[src/verilog/wsup_pkg.sv]
/*
  package for the window supervisor: register offsets, field positions,
  reset values, timing counts and bus carrier structs.
  assumes a single 32-bit avalon-mm slave port on the peripheral bus clock.
*/
`default_nettype none

package wsup_pkg;

  // ***********************************************************
  // register map
  // ***********************************************************
  localparam logic [3:0] CONTROL_OFFSET = 4'h0;
  localparam logic [3:0] CONFIG_OFFSET = 4'h4;
  localparam logic [3:0] STATUS_OFFSET = 4'h8;
  localparam logic [3:0] IRQ_MASK_OFFSET = 4'hC;

  // ***********************************************************
  // fields and reset values
  // ***********************************************************
  localparam int ACTIVATE_BIT_POS = 7;
  localparam int TIMEBASE_LSB = 7;
  localparam int EW_IRQ_ENABLE_POS = 9;
  localparam int EW_FLAG_POS = 0;
  localparam logic [6:0] COUNTER_RESET = 7'h7F;
  localparam logic [6:0] WINDOW_RESET = 7'h7F;
  localparam logic [6:0] WARN_VALUE = 7'h40;
  localparam logic [1:0] TIMEBASE_RESET = 2'h0;
  localparam logic STATUS_RESET = 1'b0;
  localparam logic MASK_RESET = 1'b0;

  // ***********************************************************
  // timing
  // ***********************************************************
  localparam int BASE_DIVIDE = 4096;
  localparam int PRESCALE_WIDTH = 15;

  // ***********************************************************
  // bus carriers
  // ***********************************************************
  typedef struct packed {
    logic [3:0] address;
    logic read;
    logic write;
    logic [31:0] writedata;
  } wsup_bus_req_t;

  typedef struct packed {
    logic [31:0] readdata;
    logic waitrequest;
  } wsup_bus_rsp_t;

endpackage

`default_nettype wire

[src/verilog/wsup_top.sv]
/*
  window supervisor: 7-bit down-counter watchdog with window check,
  early warning flag and interrupt, avalon-mm register slave.
  assumes one clock (peripheral bus clock) and an asynchronous active-low reset;
  bus inputs are synchronous to clock_i.
*/
`timescale 1ns/10ps
`default_nettype none

// Functional notes
// - activate bit set by software, cleared by reset
// - counter decrements every 4096 times 2^timebase
// - active: reset request on 0x40 to 0x3F
// - irq enable with irq mask set raises interrupt at 0x40
// - irq enable sticks until reset
// - timebase selects divide by 1,2,4,8
// - window bounds the counter at refresh
// - early warning flag set at 0x40
// - flag cleared by writing 0, 1 ignored
// - flag set even with irq disabled
// - control and config reset to 0x7F
// - active: refresh above window causes reset
// - counter runs even when not activated
// - debug freeze stops the counter
module wsup_top #(
  parameter int BASE_DIVIDE = wsup_pkg::BASE_DIVIDE
) (
  // clock and reset
  input wire logic clock_i,
  input wire logic reset_n_i,
  // avalon-mm slave
  input wire logic [3:0] address_i,
  input wire logic read_i,
  input wire logic write_i,
  input wire logic [31:0] writedata_i,
  output logic [31:0] readdata_o,
  output logic waitrequest_o,
  // debug
  input wire logic core_halted_i,
  input wire logic debug_freeze_control_i,
  // system
  output logic system_reset_req_o,
  output logic irq_o
);

  // ***********************************************************
  // state
  // ***********************************************************
  typedef enum {WSUP_IDLE, WSUP_DONE} wsup_bus_state_t;

  wsup_bus_state_t bus_state, next_bus_state;
  logic [6:0] counter, next_counter;
  logic activate_bit, next_activate_bit;
  logic [6:0] window, next_window;
  logic [1:0] timebase_select, next_timebase_select;
  logic early_warning_irq_enable, next_early_warning_irq_enable;
  logic early_warning_flag, next_early_warning_flag;
  logic irq_mask, next_irq_mask;
  logic [wsup_pkg::PRESCALE_WIDTH-1:0] prescale, next_prescale;
  logic system_reset_req, next_system_reset_req;
  logic irq, next_irq;
  logic [31:0] readdata, next_readdata;
  logic waitrequest, next_waitrequest;

  wsup_pkg::wsup_bus_req_t req;
  logic tick;
  logic frozen;
  logic access;
  logic wr_control;
  logic wr_config;
  logic wr_status;
  logic wr_mask;

  assign req = '{address: address_i, read: read_i, write: write_i, writedata: writedata_i};

  function automatic logic is_write_to(input wsup_pkg::wsup_bus_req_t r, input logic [3:0] off);
    is_write_to = r.write && (r.address == off);
  endfunction

  // one decrement period expressed as a prescaler terminal count
  function automatic logic [wsup_pkg::PRESCALE_WIDTH-1:0] period_last(input logic [1:0] tb);
    logic [31:0] full;
    full = (BASE_DIVIDE << tb) - 1;
    period_last = full[wsup_pkg::PRESCALE_WIDTH-1:0];
  endfunction

  // ***********************************************************
  // bus slave: one wait cycle, accepted on the second edge
  // ***********************************************************
  assign access = (req.read || req.write) && (bus_state == WSUP_IDLE);
  assign wr_control = access && is_write_to(req, wsup_pkg::CONTROL_OFFSET);
  assign wr_config = access && is_write_to(req, wsup_pkg::CONFIG_OFFSET);
  assign wr_status = access && is_write_to(req, wsup_pkg::STATUS_OFFSET);
  assign wr_mask = access && is_write_to(req, wsup_pkg::IRQ_MASK_OFFSET);

  always_comb begin
    next_bus_state = WSUP_IDLE;
    next_waitrequest = 1'b1;
    next_readdata = readdata;
    case (bus_state)
      WSUP_IDLE: begin
        if (req.read || req.write) begin
          next_bus_state = WSUP_DONE;
          next_waitrequest = 1'b0;
          next_readdata = 32'h0000_0000;
          if (req.read) begin
            case (req.address)
              wsup_pkg::CONTROL_OFFSET: next_readdata = {24'h000000, activate_bit, counter};
              wsup_pkg::CONFIG_OFFSET:
                next_readdata = {22'h000000, early_warning_irq_enable, timebase_select, window};
              wsup_pkg::STATUS_OFFSET: next_readdata = {31'h00000000, early_warning_flag};
              wsup_pkg::IRQ_MASK_OFFSET: next_readdata = {31'h00000000, irq_mask};
              default: next_readdata = 32'h0000_0000;
            endcase
          end
        end
      end
      WSUP_DONE: begin
        next_bus_state = WSUP_IDLE;
        next_waitrequest = 1'b1;
      end
      default: next_bus_state = WSUP_IDLE;
    endcase
  end

  // ***********************************************************
  // configuration registers
  // ***********************************************************
  always_comb begin
    next_activate_bit = activate_bit;
    next_window = window;
    next_timebase_select = timebase_select;
    next_early_warning_irq_enable = early_warning_irq_enable;
    next_irq_mask = irq_mask;
    if (wr_control && req.writedata[wsup_pkg::ACTIVATE_BIT_POS]) begin
      next_activate_bit = 1'b1;
    end
    if (wr_config) begin
      next_window = req.writedata[6:0];
      next_timebase_select = req.writedata[wsup_pkg::TIMEBASE_LSB +: 2];
      if (req.writedata[wsup_pkg::EW_IRQ_ENABLE_POS]) begin
        next_early_warning_irq_enable = 1'b1;
      end
    end
    if (wr_mask) begin
      next_irq_mask = req.writedata[wsup_pkg::EW_FLAG_POS];
    end
  end

  // ***********************************************************
  // prescaler, counter, reset and warning
  // ***********************************************************
  assign frozen = core_halted_i && debug_freeze_control_i;
  assign tick = !frozen && (prescale >= period_last(timebase_select));

  always_comb begin
    next_prescale = prescale;
    next_counter = counter;
    next_system_reset_req = 1'b0;
    next_early_warning_flag = early_warning_flag;
    if (!frozen) begin
      next_prescale = tick ? '0 : prescale + 1'b1;
    end
    // counter runs whether or not activated
    if (wr_control) begin
      next_counter = req.writedata[6:0];
      next_prescale = '0;
      if (activate_bit && (counter > window)) begin
        next_system_reset_req = 1'b1;
      end
    end else if (tick) begin
      next_counter = counter - 7'h01;
      if (activate_bit && (counter == wsup_pkg::WARN_VALUE)) begin
        next_system_reset_req = 1'b1;
      end
    end
    if (wr_status && !req.writedata[wsup_pkg::EW_FLAG_POS]) begin
      next_early_warning_flag = 1'b0;
    end
    if (!wr_control && tick && (counter == wsup_pkg::WARN_VALUE + 7'h01)) begin
      next_early_warning_flag = 1'b1;
    end
    next_irq = next_early_warning_flag && next_early_warning_irq_enable && next_irq_mask;
  end

  always_ff @(posedge clock_i or negedge reset_n_i) begin
    if (!reset_n_i) begin
      bus_state <= WSUP_IDLE;
      waitrequest <= 1'b1;
      readdata <= 32'h0000_0000;
      counter <= wsup_pkg::COUNTER_RESET;
      activate_bit <= 1'b0;
      window <= wsup_pkg::WINDOW_RESET;
      timebase_select <= wsup_pkg::TIMEBASE_RESET;
      early_warning_irq_enable <= 1'b0;
      early_warning_flag <= wsup_pkg::STATUS_RESET;
      irq_mask <= wsup_pkg::MASK_RESET;
      prescale <= '0;
      system_reset_req <= 1'b0;
      irq <= 1'b0;
    end else begin
      bus_state <= next_bus_state;
      waitrequest <= next_waitrequest;
      readdata <= next_readdata;
      counter <= next_counter;
      activate_bit <= next_activate_bit;
      window <= next_window;
      timebase_select <= next_timebase_select;
      early_warning_irq_enable <= next_early_warning_irq_enable;
      early_warning_flag <= next_early_warning_flag;
      irq_mask <= next_irq_mask;
      prescale <= next_prescale;
      system_reset_req <= next_system_reset_req;
      irq <= next_irq;
    end
  end

  assign readdata_o = readdata;
  assign waitrequest_o = waitrequest;
  assign system_reset_req_o = system_reset_req;
  assign irq_o = irq;
endmodule

`default_nettype wire

[config.mk]
export PLATFORM = sky130hd
export DESIGN_NAME = wsup_top
export DESIGN_NICKNAME = d
export VERILOG_FILES = /design/src/verilog/wsup_pkg.sv /design/src/verilog/wsup_top.sv
export SDC_FILE = /design/constraint.sdc
export NUM_CORES = 1
export LEC_CHECK = 0
export BUFFER_PORTS_ARGS = -buffer_cell sky130_fd_sc_hd__buf_2
export CAP_MARGIN = 0
export CORE_MARGIN = 1.5
export CORE_UTILIZATION = 23
export DETAILED_ROUTE_END_ITERATION = 6
export PLACE_DENSITY_LB_ADDON = 0.08
export SLEW_MARGIN = 40
export SYNTH_ARGS = -nofsm -noshare
export SYNTH_HDL_FRONTEND = slang
export SYNTH_SLANG_ARGS = --single-unit
[constraint.sdc]
create_clock -name clock_i -period 1.8 [get_ports clock_i]
set_input_delay 0.18 -clock clock_i [delete_from_list [all_inputs] [get_ports clock_i]]
set_output_delay 0.18 -clock clock_i [all_outputs]
set_load 0.01 [all_outputs]
==> flow_summary_export.csv, run 1 <==
group,metric,value,unit
worst_hold_path,worst_hold_path_type,"primary input to flop",
setup_path,crit_slowest_cell,"sky130_fd_sc_hd__dfrtp_1",
route,route.antenna.remaining_nets,0,
setup_path,critical_path.top_delay_family,"compound AO/OA/AOI/OAI gates",
placement,place_congestion,0.699,
worst_hold_path,hold_wc_startpoint,"writedata_i[1]",
clocking,cts_buffers,5,
global_routing,number_of_antenna_violations_at_the_first_check_in_global_routing,0,
synthesis,register_area_share_after_synthesis,44.2,%
die,chip_width,114,um
synthesis,synth.avg_cell_area,9.99,sq um
synthesis,synthArstFlopShare,100,%
global_routing,number_of_global_route_vias_before_repair,2259,
synthesis,seq_cells_post_synth,49,
route,vias,2233,
timing,finalHoldViolCount,0,
pwr,maximum_resistive_drop_on_vdd,0.000392,V
placement,detailed_place.area,0.00343,sq mm
worst_hold_path,sink_of_the_worst_hold_path,"counter[1]",
global_routing,grt_max_degree,24,
setup_path,timing.critical_path.slowest_cell_delay,400,ps
clocking,insertion_delay,300,ps
worst_hold_path,hold_path_depth,3,
timing,max_freq,0.535,GHz
route,routed_wl,7320,um
setup_path,crit-reg2reg-launch,"timebase_select[0]",
finish,fin_area,0.00381,sq mm
pwr,power_density,1160,mW/mm^2
timing,rsz0062_at_grt,"yes",
setup_path,worst_ep_required_time,1990,ps
die,floorplan.die_area,0.0129,sq mm
synthesis,synth_enable_flop_cells,0,
clocking,cts.sinks,49,
clocking,cts.htree.levels,2,
placement,place_hpwl,5430,um
job,cap_violations,0,
synthesis,synth.top_cells.by_area,"sky130_fd_sc_hd__dfrtp_1, sky130_fd_sc_hd__dfstp_2, sky130_fd_sc_hd__buf_4",
finish,layout.filler_cells,1262,
synthesis,dominant_combinational_cell_family_by_area_after_synthesis,"simple AND/OR/NAND/NOR gates",
finish,area_growth,35.3,%
die,core_region_area,0.0120,sq mm
timing,finClkSkew,10.1,ps
run_status,violations,"setup timing",
route,routed_wire_per_std_cell,14.2,um
clocking,cts.root.buffer_cell,"sky130_fd_sc_hd__clkbuf_16",
synthesis,post_synth_instance_area,0.00282,sq mm
die,row_count,40,
synthesis,synth_flop_cell,"sky130_fd_sc_hd__dfrtp_1",
finish,drive_gt1_share,40.6,%
clocking,cts-root-to-sink-buffers,2,
synthesis,synth_largest_area_cell,"sky130_fd_sc_hd__dfrtp_1",
timing,finalCriticalPeriod,1870,ps
setup_path,timing.setup.critical_path_class,"flop to flop",
finish,layout.nets,421,
global_routing,grt_use_total,12.0,%
setup_path,crit_fanout,6,
setup_path,end_kind,"flop",
clocking,clk_pin_slew_worst_paths,70,ps
setup_path,crit_buf_inv,2,
synthesis,synth_cell_type_count,52,
pwr,static-leakage-power,1.75,nW
synthesis,area_fraction_in_and_or_nand_and_nor_cells_after_synthesis,17.9,%
synthesis,post_synth_mux_area_share,7.28,%
timing,setup_violations,19,
timing,post-route-worst-setup-slack,-70.7,ps
synthesis,yosysTopAreaCellShare,30.2,%
timing,period_share,104,%
finish,diodes,0,
setup_path,cp-start-kind,"flop",
synthesis,yosys_warnings,0,
setup_path,rrSetupSlack,-70,ps
route,drt_iter0_drc,35,
route,detail_route.first_pass.iterations,4,
placement,portBuffers,32,
global_routing,grt-ovfl-total,0,
synthesis,compound_gate_fraction_of_synth_area,11.2,%
timing,relSlewSlack,66.1,%
timing,tns,-945,ps
route,drcViolationCount,0,
setup_path,worst_r2r_dst,"prescale[6]",
setup_path,timing.reg2reg.worst_path_depth,8,
setup_path,cp_startpoint,"timebase_select[0]",
die,die_h,114,um
setup_path,worst-endpoint-arrival,2060,ps
die,initial_core_util,23.6,%
die,ios,77,
synthesis,synth.cells.most_frequent,"sky130_fd_sc_hd__dfrtp_1, sky130_fd_sc_hd__nor2_1, sky130_fd_sc_hd__nand2_1",
timing,timing_worst_slew_pin_value,508,ps
synthesis,synth_xor_xnor_area_share,4.35,%
synthesis,synth-adder-area-share,5.77,%
timing,finalMaxSlewViolations,0,
synthesis,synth.most_common_cell,"sky130_fd_sc_hd__dfrtp_1",
synthesis,postSynthCellCount,282,
placement,worst_slack_placed,-140,ps
global_routing,grt_first_pass_wirelength,11800,um
run_status,status,"finished, violations left",
setup_path,sequence_of_cells_on_the_critical_path,"nand2_2 > ha_4 > nand3_2 > o31a_1 > buf_4 > o21ai_4 > clkbuf_16 > nor2_1",
clocking,tritoncts,"yes",
route,via_per_inst,4.34,
==> cells in the final DEF (no fill, tap or decap), types with 7 or more instances in the layout <==
master,n
sky130_fd_sc_hd__dfrtp_1,33
sky130_fd_sc_hd__xnor2_1,12
sky130_fd_sc_hd__mux2i_1,7
sky130_fd_sc_hd__conb_1,22
sky130_fd_sc_hd__o21ai_1,10
sky130_fd_sc_hd__mux2_2,7
sky130_fd_sc_hd__nand3_1,14
sky130_fd_sc_hd__nor2_1,16
sky130_fd_sc_hd__buf_4,49
sky130_fd_sc_hd__buf_2,32
sky130_fd_sc_hd__nand2_1,23
sky130_fd_sc_hd__ha_1,10
sky130_fd_sc_hd__dfstp_2,15
sky130_fd_sc_hd__inv_1,11
==> worst max-delay path by stage <==
stage | end | slack, ps | depth (start not counted)
floorplan | irq_o | 20 | 8
global placement | counter[5] | -120 | 7
detailed placement | counter[5] | -140 | 7
CTS | counter[6] | -110 | 7
global route | prescale[9] | -160 | 8
finish | prescale[6] | -70 | 8
==> metal layers <==
layer | routed length [um] | GRT usage (%)
met5 | 0 | 0
met3 | 217 | 2.50
met4 | 136 | 4.83
met2 | 3300 | 19.1
met1 | 3660 | 16.0
==> cell families after synthesis <==
| group | count (synthesis) |
|---|---|
| mux | 18 |
| fa+ha+maj | 13 |
| flops | 49 |
| other cells | 1 |
| compound gates | 46 |
| simple gates | 97 |
| xor+xnor | 14 |
| buf+inv | 44 |
==> worst register-to-register path, delay by kind of cell, from the launching register on <==
| family | cells | cell delay, ps |
|---|---|---|
| adders and majority gates | 1 | 270 |
| AOI/OAI and AO/OA | 2 | 530 |
| DFF | 1 | 400 |
| and+or+nand+nor | 3 | 210 |
| buffers and inverters | 2 | 360 |
==> flip-flops by register name, indices dropped and copies added (netlist names) <==
name                      count
irq_o                         1
counter                       7
prescale                     15
readdata_o                   10
irq_mask                      1
activate_bit                  1
system_reset_req_o            1
window                        7
early_warning_flag            1
bus_state                     1
waitrequest_o                 1
timebase_select               2
early_warning_irq_enable      1
==> what timing repair did <==
item	CTS	global route
endpoints found under the hold margin	13	0
pin swaps	11	8
setup buffers	2	1
endpoints found under the setup margin	23	23
gates cloned	0	1
resized for setup	16	18
hold buffers	1	0
==> through the flow <==
stage | power [W] | std cells | hold slack (ps) | util, %
floorplan | 0.00244 | 303 | -116 | -
global placement | 0.00307 | 501 | 190 | 28.7
detailed placement | 0.00308 | 501 | 191 | 28.7
CTS | 0.00442 | 512 | 78.9 | 31.1
global route | 0.00476 | 514 | 106 | 31.9
finish | 0.00443 | 514 | 94.8 | 31.9
==> final cells by class <==
| cell class | count | area (sq um) | area share (%) |
|---|---|---|---|
| Multi-Input combinational cell | 210 | 1550 | 40.6 |
| Sequential cell | 49 | 1250 | 32.7 |
| Timing Repair Buffer | 86 | 614 | 16.1 |
| Tap cell | 147 | 184 | 4.82 |
| Clock buffer | 6 | 129 | 3.38 |
| Inverter | 14 | 52.6 | 1.38 |
| Clock inverter | 2 | 38.8 | 1.02 |
==> report_power, final <==
part | total [W] | switching, W | leakage [nW] | internal, W
Clock | 0.00111 | 0.000449 | 0.0810 | 0.000660
Sequential | 0.00162 | 0.000195 | 0.611 | 0.00142
Combinational | 0.00170 | 0.000833 | 1.06 | 0.000871
Total | 0.00443 | 0.00148 | 1.75 | 0.00295
Note: power is estimated with default switching activity, not from simulation.
==> run 2, diff against run 1 <==
Settings changed: PLACE_DENSITY_LB_ADDON 0.08 to unset.
Clock period 1.8 ns to 2.2 ns, I/O delays scaled along.
==> flow_summary_export.csv, run 2 (synthesized netlist as in run 1, its figures left out) <==
group,metric,value,unit
worst_hold_path,hold_path_depth,3,
finish,layout_common_cells,"sky130_fd_sc_hd__dfrtp_1, sky130_fd_sc_hd__buf_2, sky130_fd_sc_hd__nor2_1",
worst_hold_path,worst_hold_path_type,"primary input to flop",
setup_path,worst_ep_required_time,2420,ps
setup_path,end_kind,"flop",
timing,final.hold.worst_slack,148,ps
placement,place_hpwl,4750,um
pwr,maximum_resistive_drop_on_vdd,0.000315,V
global_routing,grt_use_total,9.74,%
setup_path,worst_r2r_dst,"system_reset_req_o",
clocking,tritoncts,"yes",
clocking,cts.sinks,49,
placement,place_congestion,0.766,
die,ios,77,
route,routed_wire_per_std_cell,12.8,um
global_routing,grt_first_pass_wirelength,10000,um
finish,layout.nets,379,
clocking,cts.htree.levels,2,
finish,largest-register,"prescale",
setup_path,crit_fanout,14,
placement,detailed_place.area,0.00312,sq mm
finish,layout.filler_cells,1270,
timing,finalCriticalPeriod,2010,ps
die,initial_core_util,23.6,%
global_routing,number_of_antenna_violations_at_the_first_check_in_global_routing,0,
die,core_region_area,0.0120,sq mm
clocking,cts-root-to-sink-buffers,2,
finish,final_cells,472,
timing,finalHoldViolCount,0,
setup_path,cp-start-kind,"flop",
global_routing,grt-ovfl-total,0,
route,via_per_inst,4.47,
setup_path,timing.setup.critical_path_class,"flop to flop",
worst_hold_path,hold_wc_startpoint,"writedata_i[1]",
clocking,insertion_delay,290,ps
clocking,post_cts_resized,0,
timing,finClkSkew,6.00,ps
route,detail_route.first_pass.iterations,4,
global_routing,number_of_global_route_vias_before_repair,2059,
setup_path,timing.reg2reg.worst_path_depth,6,
die,row_count,40,
finish,drive_gt1_share,25.5,%
finish,diodes,0,
route,route.antenna.remaining_nets,0,
timing,max_freq,0.497,GHz
timing,finalMaxSlewViolations,0,
timing,setup_violations,0,
pwr,power_density,920,mW/mm^2
clocking,post_cts.repair.setup_buffers,0,
run_status,status,"finished clean",
clocking,cts_buffers,5,
route,vias,2112,
timing,relSlewSlack,59.4,%
finish,layout_commonest_cell,"sky130_fd_sc_hd__dfrtp_1",
route,routed_wl,6020,um
setup_path,worst-endpoint-arrival,2230,ps
route,drt_iter0_drc,88,
finish,fin_area,0.00329,sq mm
timing,tns,0,ps
placement,portBuffers,32,
route,drcViolationCount,0,
timing,period_share,91.4,%
worst_hold_path,sink_of_the_worst_hold_path,"counter[1]",
die,chip_width,114,um
clocking,cts.root.buffer_cell,"sky130_fd_sc_hd__clkbuf_16",
setup_path,rrSetupSlack,190,ps
global_routing,grt_max_degree,40,
timing,rsz0062_at_grt,"no",
timing,timing_worst_slew_pin_value,609,ps
pwr,static-leakage-power,1.51,nW
setup_path,crit-reg2reg-launch,"timebase_select[1]",
clocking,clk_pin_slew_worst_paths,60,ps
placement,placed_cells_incl_taps,463,
finish,area_growth,16.7,%
die,die_h,114,um
finish,largest_register_ffs,15,
job,cap_violations,0,
die,floorplan.die_area,0.0129,sq mm
finish,finalCoreUtilization,27.5,%
==> run 2: cell count changes in the layout (fill, tap and decap cells not counted), sizes merged <==
cell    before  now
clkbuf       7    6
buf         84   43
bufinv       1    0
clkinv       1    2
==> run 2: where the power goes <==
group          internal [W]  leakage, nW  switching [W]
clock network      0.000452       0.0768       0.000322
registers           0.00117        0.612       0.000228
logic              0.000402        0.820       0.000454
total               0.00202         1.51        0.00100
==> run 2: final cells by class <==
type / instances / area (sq um) / share of cell area (%)
clock buffers: 6 / 139 / 4.23
clock inverters: 2 / 13.8 / 0.419
inverters: 14 / 52.6 / 1.60
multi-input cells: 210 / 1400 / 42.5
flip-flops and latches: 49 / 1240 / 37.9
well taps: 147 / 184 / 5.60
repair buffers: 44 / 255 / 7.77
==> run 2: worst max path at each step <==
stage	to	start	slack (ps)	cells after the start
floorplan	irq_o	timebase_select[1]	420	8
global placement	system_reset_req_o	prescale[2]	210	5
detailed placement	system_reset_req_o	timebase_select[1]	180	6
CTS	system_reset_req_o	timebase_select[1]	160	6
global route	system_reset_req_o	timebase_select[1]	40	6
finish	system_reset_req_o	timebase_select[1]	190	6
==> run 2: what timing repair did <==
item / 4_1_cts / 5_1_grt
endpoints found under the hold margin: 34 / 0
hold buffers: 1 / 0
setup endpoints to repair: 0 / 0
==> run 2: worst max-delay path, cell delays in order, from the launching register on <==
cell                      delay (ps)
sky130_fd_sc_hd__dfrtp_1         430
sky130_fd_sc_hd__nand2_1          80
sky130_fd_sc_hd__ha_1            290
sky130_fd_sc_hd__nand3_1         100
sky130_fd_sc_hd__o31a_1          290
sky130_fd_sc_hd__o21ai_2         500
sky130_fd_sc_hd__o211a_1         250
==> run 2: layer usage <==
layer	GRT usage (%)	part of all wire (%)	vias up
met4	2.75	0.91	0
met3	2.23	4.4	5
met2	16.8	50	51
met1	12.2	45	1019
li1	-	-	1037
met5	0	0	-
==> run 2: per-stage QoR <==
stage / power, W / setup slack, ps
floorplan: 0.00200 / 417
global placement: 0.00222 / 214
detailed placement: 0.00227 / 179
CTS: 0.00305 / 159
global route: 0.00324 / 35.6
finish: 0.00302 / 190
